==> src/logic/bsr_pkg.sv <==
package bsr_pkg;
  // timebase
  localparam int unsigned CLK_HZ = 10_000_000;
  localparam int unsigned CYC_PER_MS = CLK_HZ / 1000;
  localparam int unsigned CYC_PER_US = CLK_HZ / 1_000_000;
  // interval lengths in their own units, then in cycles
  localparam int unsigned DEBOUNCE_MS = 20;
  localparam int unsigned HARD_PRESS_MS = 2000;
  localparam int unsigned LONG_PULSE_MS = 200;
  localparam int unsigned SOFT_PULSE_US = 100;
  localparam int unsigned CELL_FILT_US = 20;
  localparam int unsigned DEBOUNCE_CYC = DEBOUNCE_MS * CYC_PER_MS;
  localparam int unsigned HARD_PRESS_CYC = HARD_PRESS_MS * CYC_PER_MS;
  localparam int unsigned LONG_PULSE_CYC = LONG_PULSE_MS * CYC_PER_MS;
  localparam int unsigned SOFT_PULSE_CYC = SOFT_PULSE_US * CYC_PER_US;
  localparam int unsigned CELL_FILT_CYC = CELL_FILT_US * CYC_PER_US;
  // counter widths and the two-pulse escalation point
  localparam int CNT_W = 25;
  localparam int FILT_W = 8;
  localparam logic [1:0] ESC_PULSES = 2'h2;
  // positions of the comparator inputs in the synchroniser vector
  localparam int IN_FB_LO = 0;
  localparam int IN_FB_HI = 1;
  localparam int IN_VCC_LOW = 2;
  localparam int IN_VCC_OK = 3;
  localparam int IN_CELL_LO = 4;
  localparam int IN_CELL_WARN = 5;
  localparam int IN_PB_LOW = 6;
  localparam int IN_PD_N = 7;
  localparam int IN_TRICKLE = 8;
  localparam int IN_CYC_DONE = 9;
  localparam int IN_LINE = 10;
  localparam int NUM_IN = 11;

  typedef enum logic [1:0] {ST_POWERUP, ST_NORMAL, ST_BACKUP, ST_LOCKOUT} bsr_mode_t;

  typedef struct packed {
    logic [NUM_IN-1:0] s1;
    logic [NUM_IN-1:0] s2;
    bsr_mode_t mode;
    logic boost_run;
    logic [1:0] pulses;
    logic peak_high;
    logic long_pulse;
    logic [CNT_W-1:0] press_cnt;
    logic [CNT_W-1:0] pulse_cnt;
    logic [FILT_W-1:0] filt_cnt;
    logic reset_oe;
    logic reset_hi;
    logic flag_oe;
    logic weak_oe;
    logic sw_hiz;
    logic pb_hiz;
    logic bak_hiz;
  } bsr_state_t;

  // reset value: power-up mode, every counter and output clear
  localparam bsr_state_t STATE_RST = '0;
endpackage : bsr_pkg

==> src/logic/bsr_supervisor.sv <==
`timescale 1ns/10ps
module bsr_supervisor #(
  parameter int unsigned DEBOUNCE_CYC = bsr_pkg::DEBOUNCE_CYC,
  parameter int unsigned HARD_PRESS_CYC = bsr_pkg::HARD_PRESS_CYC,
  parameter int unsigned LONG_PULSE_CYC = bsr_pkg::LONG_PULSE_CYC,
  parameter int unsigned SOFT_PULSE_CYC = bsr_pkg::SOFT_PULSE_CYC,
  parameter int unsigned CELL_FILT_CYC = bsr_pkg::CELL_FILT_CYC
) (
  input wire logic core_clk,
  input wire logic nrst,
  input wire logic fb_below_entry,
  input wire logic fb_above_exit,
  input wire logic supply_below_trip,
  input wire logic supply_above_recover,
  input wire logic cell_below_lockout,
  input wire logic cell_below_warn,
  input wire logic pushbutton_sense_low,
  input wire logic power_down_n,
  input wire logic trickle_charge,
  input wire logic boost_cycle_done,
  input wire logic reset_line_in,
  output logic reset_line_o,
  output logic reset_line_oe,
  output logic reset_high,
  output logic backup_flag_o,
  output logic backup_flag_oe,
  output logic weak_cell_warning_o,
  output logic weak_cell_warning_oe,
  output logic boost_en,
  output logic peak_current_high,
  output logic switch_node_hiz,
  output logic pushbutton_sense_hiz,
  output logic backup_output_hiz
);
  import bsr_pkg::*;

  // interval figures at counter width
  localparam logic [CNT_W-1:0] DEB_C = CNT_W'(DEBOUNCE_CYC);
  localparam logic [CNT_W-1:0] HARD_C = CNT_W'(HARD_PRESS_CYC);
  localparam logic [CNT_W-1:0] LONG_C = CNT_W'(LONG_PULSE_CYC);
  localparam logic [CNT_W-1:0] SOFT_C = CNT_W'(SOFT_PULSE_CYC);
  localparam logic [FILT_W-1:0] FILT_C = FILT_W'(CELL_FILT_CYC);

  bsr_state_t q; // registered state
  bsr_state_t d; // next state
  logic [NUM_IN-1:0] raw; // comparator levels as they arrive

  // synchronised comparator levels, read from the second stage only
  logic fb_lo;
  logic fb_hi;
  logic vcc_low;
  logic vcc_ok;
  logic cell_lo;
  logic cell_warn;
  logic pb_low;
  logic pd_n;
  logic trickle;
  logic cyc_done;
  logic line_hi;

  // gather pins; all come from the analog side, outside this clock
  always_comb begin
    raw = '0;
    raw[IN_FB_LO] = fb_below_entry;
    raw[IN_FB_HI] = fb_above_exit;
    raw[IN_VCC_LOW] = supply_below_trip;
    raw[IN_VCC_OK] = supply_above_recover;
    raw[IN_CELL_LO] = cell_below_lockout;
    raw[IN_CELL_WARN] = cell_below_warn;
    raw[IN_PB_LOW] = pushbutton_sense_low;
    raw[IN_PD_N] = power_down_n;
    raw[IN_TRICKLE] = trickle_charge;
    raw[IN_CYC_DONE] = boost_cycle_done;
    raw[IN_LINE] = reset_line_in;
  end

  assign fb_lo = q.s2[IN_FB_LO];
  assign fb_hi = q.s2[IN_FB_HI];
  assign vcc_low = q.s2[IN_VCC_LOW];
  assign vcc_ok = q.s2[IN_VCC_OK];
  assign cell_lo = q.s2[IN_CELL_LO];
  assign cell_warn = q.s2[IN_CELL_WARN];
  assign pb_low = q.s2[IN_PB_LOW];
  assign pd_n = q.s2[IN_PD_N];
  assign trickle = q.s2[IN_TRICKLE];
  assign cyc_done = q.s2[IN_CYC_DONE];
  assign line_hi = q.s2[IN_LINE];

  logic hard_evt; // pushbutton held past the hard-press time
  logic cell_trip; // low cell persisted in backup

  // next-state logic; outputs are derived from the next state so they
  // line up with the mode register in the same cycle
  always_comb begin
    d = q;
    d.s1 = raw;
    d.s2 = q.s1;
    hard_evt = 1'b0;
    cell_trip = 1'b0;
    if (!pd_n) begin
      // power down: back to reset but for the synchronisers, with reset line pulled low, reset_high set and switch, pushbutton and backup pins hi-z
      d = STATE_RST;
      d.s1 = raw;
      d.s2 = q.s1;
      d.reset_oe = 1'b1;
      d.reset_hi = 1'b1;
      d.sw_hiz = 1'b1;
      d.pb_hiz = 1'b1;
      d.bak_hiz = 1'b1;
    end else begin
      // reset pulse timer runs down one per clock
      if (q.pulse_cnt != '0) begin
        d.pulse_cnt = q.pulse_cnt - 1'b1;
      end
      // pushbutton timing in every mode
      if (pb_low) begin
        if (q.press_cnt < HARD_C) begin
          d.press_cnt = q.press_cnt + 1'b1;
        end
        if (q.press_cnt == HARD_C - 1'b1) begin
          hard_evt = 1'b1;
          d.pulse_cnt = LONG_C;
          d.long_pulse = 1'b1;
        end
      end else begin
        // released: short presses give the short pulse only
        if (q.press_cnt >= DEB_C && q.press_cnt < HARD_C &&
            d.pulse_cnt < SOFT_C) begin
          d.pulse_cnt = SOFT_C;
        end
        d.press_cnt = '0;
      end
      // low-cell filter; ignored while the button holds the line down
      if (q.mode == ST_BACKUP && cell_lo && !pb_low) begin
        if (q.filt_cnt < FILT_C) begin
          d.filt_cnt = q.filt_cnt + 1'b1;
        end
      end else begin
        d.filt_cnt = '0;
      end
      cell_trip = (q.filt_cnt >= FILT_C);
      // mode selection; supply fault has highest priority
      if (vcc_low) begin
        d.mode = ST_LOCKOUT;
      end else begin
        unique case (q.mode)
          ST_POWERUP, ST_LOCKOUT: begin
            // main supply must be present again, not only vcc
            if (vcc_ok && !fb_lo) begin
              d.mode = ST_NORMAL;
              d.pulse_cnt = LONG_C;
              d.long_pulse = 1'b1;
            end
          end
          ST_NORMAL: begin
            if (fb_lo) begin
              d.mode = ST_BACKUP;
            end
          end
          ST_BACKUP: begin
            if (cell_trip) begin
              d.mode = ST_LOCKOUT;
            end else if (fb_hi) begin
              d.mode = ST_NORMAL;
            end
          end
        endcase
      end
      if (d.pulse_cnt == '0) begin
        d.long_pulse = 1'b0;
      end
      // boost converter control
      if (q.boost_run) begin
        if (hard_evt || d.mode == ST_LOCKOUT || d.mode == ST_POWERUP) begin
          // stop at once, no cycle completion
          d.boost_run = 1'b0;
          d.pulses = '0;
          d.peak_high = 1'b0;
        end else if (cyc_done) begin
          // decision only at the end of a switching cycle
          if (fb_lo && d.mode == ST_BACKUP) begin
            if (q.pulses < ESC_PULSES) begin
              d.pulses = q.pulses + 1'b1;
            end
            d.peak_high = (d.pulses == ESC_PULSES);
          end else begin
            d.boost_run = 1'b0;
            d.pulses = '0;
            d.peak_high = 1'b0;
          end
        end
      end else if (d.mode == ST_BACKUP && fb_lo && !d.long_pulse) begin
        d.boost_run = 1'b1;
        d.pulses = '0;
        d.peak_high = 1'b0;
      end
      // pin controls
      d.reset_oe = (d.mode == ST_POWERUP) || (d.mode == ST_LOCKOUT) ||
                   (d.pulse_cnt != '0);
      d.reset_hi = d.reset_oe || !line_hi;
      d.flag_oe = (d.mode != ST_BACKUP);
      d.weak_oe = cell_warn && !trickle;
      d.sw_hiz = (d.mode == ST_POWERUP) || (d.mode == ST_LOCKOUT);
      d.pb_hiz = 1'b0;
      d.bak_hiz = 1'b0;
    end
  end

  // one register for the whole state
  always_ff @(posedge core_clk or negedge nrst) begin
    if (!nrst) begin
      q <= STATE_RST;
    end else begin
      q <= d;
    end
  end

  // open-drain pins only ever pull low
  assign reset_line_o = 1'b0;
  assign backup_flag_o = 1'b0;
  assign weak_cell_warning_o = 1'b0;
  assign reset_line_oe = q.reset_oe;
  assign reset_high = q.reset_hi;
  assign backup_flag_oe = q.flag_oe;
  assign weak_cell_warning_oe = q.weak_oe;
  assign boost_en = q.boost_run;
  assign peak_current_high = q.peak_high;
  assign switch_node_hiz = q.sw_hiz;
  assign pushbutton_sense_hiz = q.pb_hiz;
  assign backup_output_hiz = q.bak_hiz;
endmodule : bsr_supervisor

==> config.mk <==
export PLATFORM = sky130hd
export DESIGN_NAME = bsr_supervisor
export DESIGN_NICKNAME = d
export VERILOG_FILES = /design/src/logic/bsr_pkg.sv /design/src/logic/bsr_supervisor.sv
export SDC_FILE = /design/constraint.sdc
export NUM_CORES = 1
export LEC_CHECK = 0
export ABC_AREA = 1
export BUFFER_PORTS_ARGS = -buffer_cell sky130_fd_sc_hd__buf_4
export CAP_MARGIN = 20
export CORE_MARGIN = 2
export CORE_UTILIZATION = 55
export DETAILED_ROUTE_END_ITERATION = 7
export GPL_ROUTABILITY_DRIVEN = 0
export GPL_TIMING_DRIVEN = 0
export HOLD_SLACK_MARGIN = 0.03
export PLACE_DENSITY = 0.72
export SLEW_MARGIN = 20
export SYNTH_ARGS = -nofsm -noshare
export SYNTH_HDL_FRONTEND = slang
export SYNTH_SLANG_ARGS = --single-unit
==> constraint.sdc <==
create_clock -name core_clk -period 4.65 [get_ports core_clk]
set_input_delay 0.2325 -clock core_clk [delete_from_list [all_inputs] [get_ports core_clk]]
set_output_delay 0.2325 -clock core_clk [all_outputs]
set_load 0.03 [all_outputs]
==> results of run 1 <==
==> worst max-delay path, cell delays in order (launching register included) <==
cell and delay, ns:
dfrtp_1 0.36, clkinv_1 0.24, ha_1 0.31, nand2_1 0.08, nor2_2 0.05, nand2_4 0.07
inv_2 0.04, nand2_4 0.13, nand3_1 0.23, and2_1 0.22, nand2_1 0.10, nor2_1 0.05
nand2_1 0.09, nand3_2 0.10, nand2_1 0.12, nand2_1 0.07, nor2_1 0.09, nand3_1 0.11
o21bai_2 0.17, nand2_1 0.07, nand2_1 0.07, nand2_2 0.06, nand2_1 0.06, nand2_1 0.05
==> cells in the mapped netlist (all sizes together) <==
master	n	area, um2
conb	1	3.750
ha	12	150.1
inv	102	382.9
dfrtp	93	2327
nor2	132	578.1
and2	1	6.260
o21ai	36	183.9
o21bai	1	11.26
a21oi	43	215.2
a211oi	3	22.52
clkinv	2	7.510
nand3	44	235.2
a32oi	1	8.760
nand4	17	106.4
o31ai	3	22.52
o31a	1	8.760
nor3b	1	7.510
a2bb2oi	1	8.760
clkbuf	7	27.52
nand3b	5	37.54
nor4	5	37.53
a31oi	5	31.28
buf	7	50.04
nor3	23	140.1
nand2	168	668.1
xor2	7	61.31
xnor2	1	8.760
==> per-layer routing <==
| metal | up-vias | routed length, um | track usage |
|---|---|---|---|
| met1 | 2252 | 5601 | 0.3501 |
| li1 | 2394 | - | - |
| met2 | 156 | 5985 | 0.4279 |
| met3 | 15 | 694 | 0.03729 |
| met4 | 0 | 182 | 0.09128 |
| met5 | - | 0 | 0 |
==> area by class of cell <==
type	instances	area (um2)
fillers	804	3339
plain buffers	14	77.57
flip-flops and latches	93	2327
multi-input cells	513	2561
inverters	104	390.4
clock buffers	9	123.9
clock inverters	7	65.06
well taps	129	161.4
repair buffers	33	281.5
==> state kept, by name (all words and copies together), names as in the netlist <==
name and count:
q 66, d 11, backup_flag_oe 1, backup_output_hiz 1
boost_en 1, cell_lo 1, cell_warn 1, cyc_done 1
fb_hi 1, fb_lo 1, line_hi 1, pb_low 1
pd_n 1, peak_current_high 1, reset_high 1, reset_line_oe 1
switch_node_hiz 1, weak_cell_warning_oe 1
==> stage by stage <==
| stage | total power, W | hold slack, ns | area, um2 | setup WS (ns) | util |
|---|---|---|---|---|---|
| floorplan | 0.002515 | -0.06309 | 5356 | 2.151 | - |
| global placement | 0.002903 | 0.3326 | 5675 | 1.734 | 0.6085 |
| detailed placement | 0.002956 | 0.3347 | 5679 | 1.642 | 0.6089 |
| CTS | 0.003503 | 0.3587 | 5988 | 1.627 | 0.6420 |
| global route | 0.003820 | 0.3622 | 5988 | 1.316 | 0.6420 |
| finish | 0.003520 | 0.3571 | 5988 | 1.604 | 0.6420 |
==> worst max-delay path by stage <==
stage                    start                       endpoint  cells after the start
3_3_place_gp   q[15]$_DFF_PN0_  peak_current_high$_DFFE_PN0P_                     19
6_report       q[15]$_DFF_PN0_  peak_current_high$_DFFE_PN0P_                     23
5_1_grt        q[15]$_DFF_PN0_              q[68]$_DFFE_PN0P_                     21
2_1_floorplan  q[15]$_DFF_PN0_  peak_current_high$_DFFE_PN0P_                     21
4_1_cts        q[15]$_DFF_PN0_  peak_current_high$_DFFE_PN0P_                     23
3_5_place_dp   q[15]$_DFF_PN0_  peak_current_high$_DFFE_PN0P_                     23
==> report_power, final <==
group / internal, W / switching, W / total, W
sequential: 0.000913 / 0.000118 / 0.00103
clock: 0.000207 / 0.000320 / 0.000526
combinational: 0.000634 / 0.00133 / 0.00196
==> kinds of logic (layout without fill, tap and decap cells) <==
| logic type | count (synthesis) | in the layout | share of synthesized area |
|---|---|---|---|
| flip-flops | 93 | 93 | 0.4351 |
| other | 1 | 3 | 0.0007011 |
| AO/OA/AOI/OAI | 94 | 94 | 0.09591 |
| adder cells (fa/ha/maj) | 12 | 12 | 0.02807 |
| buffers and inverters | 118 | 167 | 0.08748 |
| AND/OR/NAND/NOR | 396 | 396 | 0.3397 |
| XOR/XNOR | 8 | 8 | 0.01310 |
==> out/results.txt, run 1 <==
Status -> completed
Avg Cell Area, Syn -> 7.408 um2
Bufs on Longest Clock Path -> 2
CP startpoint kind -> flop
Reg clk slew, reported paths -> 0.10 ns
Most frequent cells in the layout -> nand2_1 (157), nor2_1 (113), inv_1 (98)
DRC -> 0
GRT overflow -> 0
Tcrit/Tclk final -> 0.6552
CTS Sinks -> 93
Die height -> 102.6 um
WP data required -> 4.92 ns
Slew margin rel. -> 0.4350
CTS buffer count -> 9
R2r setup slk -> 1.60 ns
Routed wire length -> 12,460 um
Post-layout net count -> 793
FMAX -> 0.3283 GHz
Core ar. -> 9328 um2
First-pass GRT wire length -> 21,160 um
Mapped Cells -> 722
Hold_buf cts -> 12
Final Slew Violations -> 0
Commonest non-fill, non-tap cell in the layout -> nand2_1
H-tree depth -> 3
Placed insts -> 874
# IOs -> 25
Critical Path End Type -> flop
Initial antenna violation count -> 0
Seq/Total Area, Yosys -> 0.4351
Mapped Area -> 5349 um2
CTS resizes -> 0
Area Overhead vs Synth -> 11.95%
Setup repair bufs after CTS -> 0
Diode count -> 0
Worst Path Max Fanout -> 9
Max-cap violations -> 0
RSZ-0062 raised after global routing -> no
Die Wd -> 102.6 um
Share of cells above drive strength 1 -> 0.1151
DP Wirelength -> 9300 um
Num rows -> 35
Leak Pwr -> 2.901 nW
Largest net degree at the start of global routing -> 94
Hold EP -> cyc_done$_DFF_PN0_
Reg2reg start -> q[15]$_DFF_PN0_
PwrDens -> 587.8 nW/um2
Full die area -> 10,530 um2
Final Hold Vio Count -> 0
Setup_tns -> 0 ns
Slew @ Worst Pin -> 0.8475 ns
# setup viols final -> 0
Final min period -> 3.046 ns
Starting Density -> 0.5734
Worst Clk Skew -> 0.01143 ns
WL per Instance -> 13.82 um
CTS root buf -> clkbuf_8
Post-route ant nets -> 0
Yosys warning count -> 0
Hold Path Stages -> 0
Worst reg2reg path depth -> 23
CTS tree -> yes
Clock latency on the worst-skew pair -> 0.37 ns
DR pass1 iterations -> 6
Vias in the first global route -> 4,684
Vias -> 4,817
IR drop worst, VDD -> 0.0003189 V
Fin cells -> 902
Via density -> 5.340
Hold Path Class -> reg2reg
Worst R2R End -> peak_current_high$_DFFE_PN0P_
Worst hold start -> d[81]$_DFF_PN0_
WP data arrival -> 3.32 ns
Synth Register Bits -> 93
Gr usage total -> 0.2587
DR iter-0 viols -> 486
Unique cell type count in the Yosys netlist -> 41
IO buf count -> 21
Crit path kind -> reg2reg
Note: power is estimated with default switching activity, not from simulation.
==> run 2: changes to the inputs <==
--- a/config.mk
+++ b/config.mk
@@ -14,7 +14,7 @@
 export GPL_ROUTABILITY_DRIVEN = 0
 export GPL_TIMING_DRIVEN = 0
 export HOLD_SLACK_MARGIN = 0.03
-export PLACE_DENSITY = 0.72
+export PLACE_DENSITY = 0.74
 export SLEW_MARGIN = 20
 export SYNTH_ARGS = -nofsm -noshare
 export SYNTH_HDL_FRONTEND = slang
==> constraint.sdc (replaced) <==
create_clock -name core_clk -period 2.45 [get_ports core_clk]
set_input_delay 0.1225 -clock core_clk [delete_from_list [all_inputs] [get_ports core_clk]]
set_output_delay 0.1225 -clock core_clk [all_outputs]
set_load 0.03 [all_outputs]
==> run 2 against run 1 <==
Net effect:
- the run now ends with setup timing left
- global-route usage grew 1.6 points
- first-iteration DRC count shrank 6.8%
- clock power grew 110%
- critical path type unchanged
- largest power group unchanged
==> out/results.txt, run 2 (same netlist as run 1, synthesis figures left out) <==
Status -> complete, but fails checks (was completed)
Max-cap violations -> 0 (unchanged)
Largest net degree at the start of global routing -> 94 (unchanged)
Final Hold Vio Count -> 0 (unchanged)
Crit path buffers/inverters -> 2 (unchanged)
Share of cells above drive strength 1 -> 0.2620 (was 0.1151)
Final min period -> 2.805 ns (was 3.046 ns)
Sequential share of power -> 0.238 (was 0.293)
IO buf count -> 21 (unchanged)
Vias in the first global route -> 5,014 (was 4,684)
Final Slew Violations -> 0 (unchanged)
# IOs -> 25 (unchanged)
IR drop worst, VDD -> 0.0006684 V (was 0.0003189 V)
PwrDens -> 1236 nW/um2 (was 587.8 nW/um2)
Crit-path leading delay family -> simple AND/OR/NAND/NOR gates (unchanged)
Via density -> 5.544 (was 5.340)
Psw -> 0.004166 W (was 0.001766 W)
Bufs on Longest Clock Path -> 2 (unchanged)
CTS tree -> yes (unchanged)
Post-layout net count -> 833 (was 793)
Leak Pwr -> 3.266 nW (was 2.901 nW)
# setup viols final -> 18 (was 0)
WL per Instance -> 15.09 um (was 13.82 um)
DP Wirelength -> 9168 um (was 9300 um)
Num rows -> 35 (unchanged)
FMAX -> 0.3566 GHz (was 0.3283 GHz)
CTS buffer count -> 9 (unchanged)
Cell Int Power -> 0.004210 W (was 0.001754 W)
Most frequent cells in the layout -> nand2_1 (138), inv_1 (90), nor2_1 (88) (was nand2_1 (157), nor2_1 (113), inv_1 (98))
Initial antenna violation count -> 0 (unchanged)
Max stage delay on crit path -> 0.44 ns (was 0.36 ns)
CP max stage cell -> dfrtp_1 (unchanged)
Violated checks -> setup timing
Hold slack -> 0.3554 ns (was 0.3571 ns)
Die Wd -> 102.6 um (unchanged)
Core ar. -> 9328 um2 (unchanged)
GRT overflow -> 0 (unchanged)
Clock group share of total power -> 0.132 (was 0.149)
Vias -> 5,222 (was 4,817)
Post-route ant nets -> 0 (unchanged)
Starting Density -> 0.5734 (unchanged)
DRC -> 0 (unchanged)
Hold EP -> fb_lo$_DFF_PN0_ (was cyc_done$_DFF_PN0_)
H-tree depth -> 3 (unchanged)
Layout fillers -> 697 (was 804)
Largest reg by FF count -> q (unchanged)
Diode count -> 0 (unchanged)
Critical Path End Type -> flop (unchanged)
Routed wire length -> 14,210 um (was 12,460 um)
Worst hold start -> d[72]$_DFF_PN0_ (was d[81]$_DFF_PN0_)
Slew @ Worst Pin -> 0.8408 ns (was 0.8475 ns)
Largest register FFs -> 66 (unchanged)
Slew margin rel. -> 0.4395 (was 0.4350)
Final worst slack -> -0.3546 ns (was 1.604 ns)
First-pass GRT wire length -> 22,670 um (was 21,160 um)
CTS Sinks -> 93 (unchanged)
Die height -> 102.6 um (unchanged)
Tcrit/Tclk final -> 1.145 (was 0.6552)
Crit path kind -> reg2reg (unchanged)
Worst R2R End -> peak_current_high$_DFFE_PN0P_ (unchanged)
R2r setup slk -> -0.35 ns (was 1.60 ns)
Gr usage total -> 0.2751 (was 0.2587)
Commonest non-fill, non-tap cell in the layout -> nand2_1 (unchanged)
Worst Path Max Fanout -> 6 (was 9)
DR iter-0 viols -> 453 (was 486)
DR pass1 iterations -> 6 (unchanged)
Cell mode on critical path -> nand2_1 (unchanged)
CP startpoint kind -> flop (unchanged)
Full die area -> 10,530 um2 (unchanged)
WP data arrival -> 3.07 ns (was 3.32 ns)
Sw Share -> 0.4974 (was 0.5017)
Crit-path cells -> inv_2, ha_4, nand2_4, nor2_4, buf_4, xnor2_1, nor2_2, nand3_1, nor2_1, nand4_1, nand3_2, nand2_1, nor2_2, nand3_2, o21bai_4, nand2_1, nand2_1, nand2_2, nand2_1, nand2_1 (was clkinv_1, ha_1, nand2_1, nor2_2, nand2_4, inv_2, nand2_4, nand3_1, and2_1, nand2_1, nor2_1, nand2_1, nand3_2, nand2_1, nand2_1, nor2_1, nand3_1, o21bai_2, nand2_1, nand2_1, nand2_2, nand2_1, nand2_1)
Hold Path Stages -> 0 (unchanged)
CTS root buf -> clkbuf_8 (unchanged)
Reg2reg start -> q[16]$_DFF_PN0_ (was q[15]$_DFF_PN0_)
Design area -> 6777 um2 (was 5988 um2)
RSZ-0062 raised after global routing -> yes (was no)
Logic pwr share -> 0.630 (was 0.558)
Crit path depth -> 20 (was 23)
Worst reg2reg path depth -> 20 (was 23)
Worst Clk Skew -> 0.01439 ns (was 0.01143 ns)
Hold Path Class -> reg2reg (unchanged)
Area Overhead vs Synth -> 26.69% (was 11.95%)
Reg clk slew, reported paths -> 0.10 ns (about the same)
WP data required -> 2.72 ns (was 4.92 ns)
Placed instance area -> 5680 um2 (was 5679 um2)
Clock latency on the worst-skew pair -> 0.37 ns (about the same)
## run 2: cell types whose count changed in the layout (fill, tap and decap cells not counted), moves of 10 or more
cell and delta:
buf_4 +38, nor2_1 -25, nand2_1 -19, nor2_4 +17, nand2_4 +10
## run 2: metal layers
metal	up-vias	global-route usage	wire (um)	part of all wire
met5	-	0	0	0
met4	0	0.08410	365	0.026
met3	39	0.04271	1050	0.074
met2	252	0.4625	7047	0.50
met1	2449	0.3694	5750	0.40
li1	2482	-	-	-
## run 2: worst register-to-register path: cells and delay by family (launching register included)
family	cells	cell delay [ns]
buffers and inverters	2	0.25
AOI/OAI and AO/OA	1	0.15
DFF	1	0.44
adders and majority gates	1	0.15
and+or+nand+nor	15	1.62
xor gates and xnor gates	1	0.07
## run 2: final cells by class
class	instances	area [um2]	share of cell area
Tap cell	129	161.4	0.02382
Inverter	104	401.6	0.05927
Timing Repair Buffer	74	600.6	0.08863
Clock inverter	6	77.57	0.01145
Buffer	11	65.06	0.009601
Sequential cell	93	2338	0.3451
Clock buffer	10	137.6	0.02031
Multi-Input combinational cell	515	2994	0.4418
## run 2: worst max path at each step
| stage | startpoint | to |
|---|---|---|
| after floorplan | q[15]$_DFF_PN0_ | peak_current_high$_DFFE_PN0P_ |
| after global placement | q[15]$_DFF_PN0_ | peak_current_high$_DFFE_PN0P_ |
| after detailed placement | q[15]$_DFF_PN0_ | q[68]$_DFFE_PN0P_ |
| after CTS | q[24]$_DFF_PN0_ | peak_current_high$_DFFE_PN0P_ |
| after global routing | q[22]$_DFF_PN0_ | peak_current_high$_DFFE_PN0P_ |
| final | q[16]$_DFF_PN0_ | peak_current_high$_DFFE_PN0P_ |
## run 2: timing repair
| action | 4_1_cts | 5_1_grt |
|---|---|---|
| resized for setup | 74 | 57 |
| setup endpoints to repair | 25 | 29 |
| gates cloned | 3 | 0 |
| setup buffers | 26 | 14 |
| hold buffers | 12 | 0 |
| endpoints found under the hold margin | 104 | 0 |
| pin swaps | 29 | 21 |
## run 2: power groups by stage
stage          Combinational, W  Sequential [W]  Clock (W)
2_1_floorplan           0.00284         0.00194          0
3_3_place_gp            0.00353         0.00198          0
3_5_place_dp            0.00362         0.00199          0
4_1_cts                 0.00466         0.00196    0.00113
5_1_grt                 0.00567         0.00201    0.00118
6_report                0.00528         0.00199    0.00111
## run 2: stage by stage
stage / power, W / util / setup slack [ns] / std cells / TNS (ns)
after CTS: 0.007758 / 0.6955 / -0.2006 / 928 / -1.143
after global placement: 0.005506 / 0.6086 / -0.3905 / 874 / -4.013
final: 0.008376 / 0.7265 / -0.3546 / 942 / -3.564
after floorplan: 0.004776 / - / 0.006346 / 724 / 0
after global routing: 0.008864 / 0.7265 / -0.5418 / 942 / -6.304
after detailed placement: 0.005610 / 0.6090 / -0.5000 / 874 / -6.084
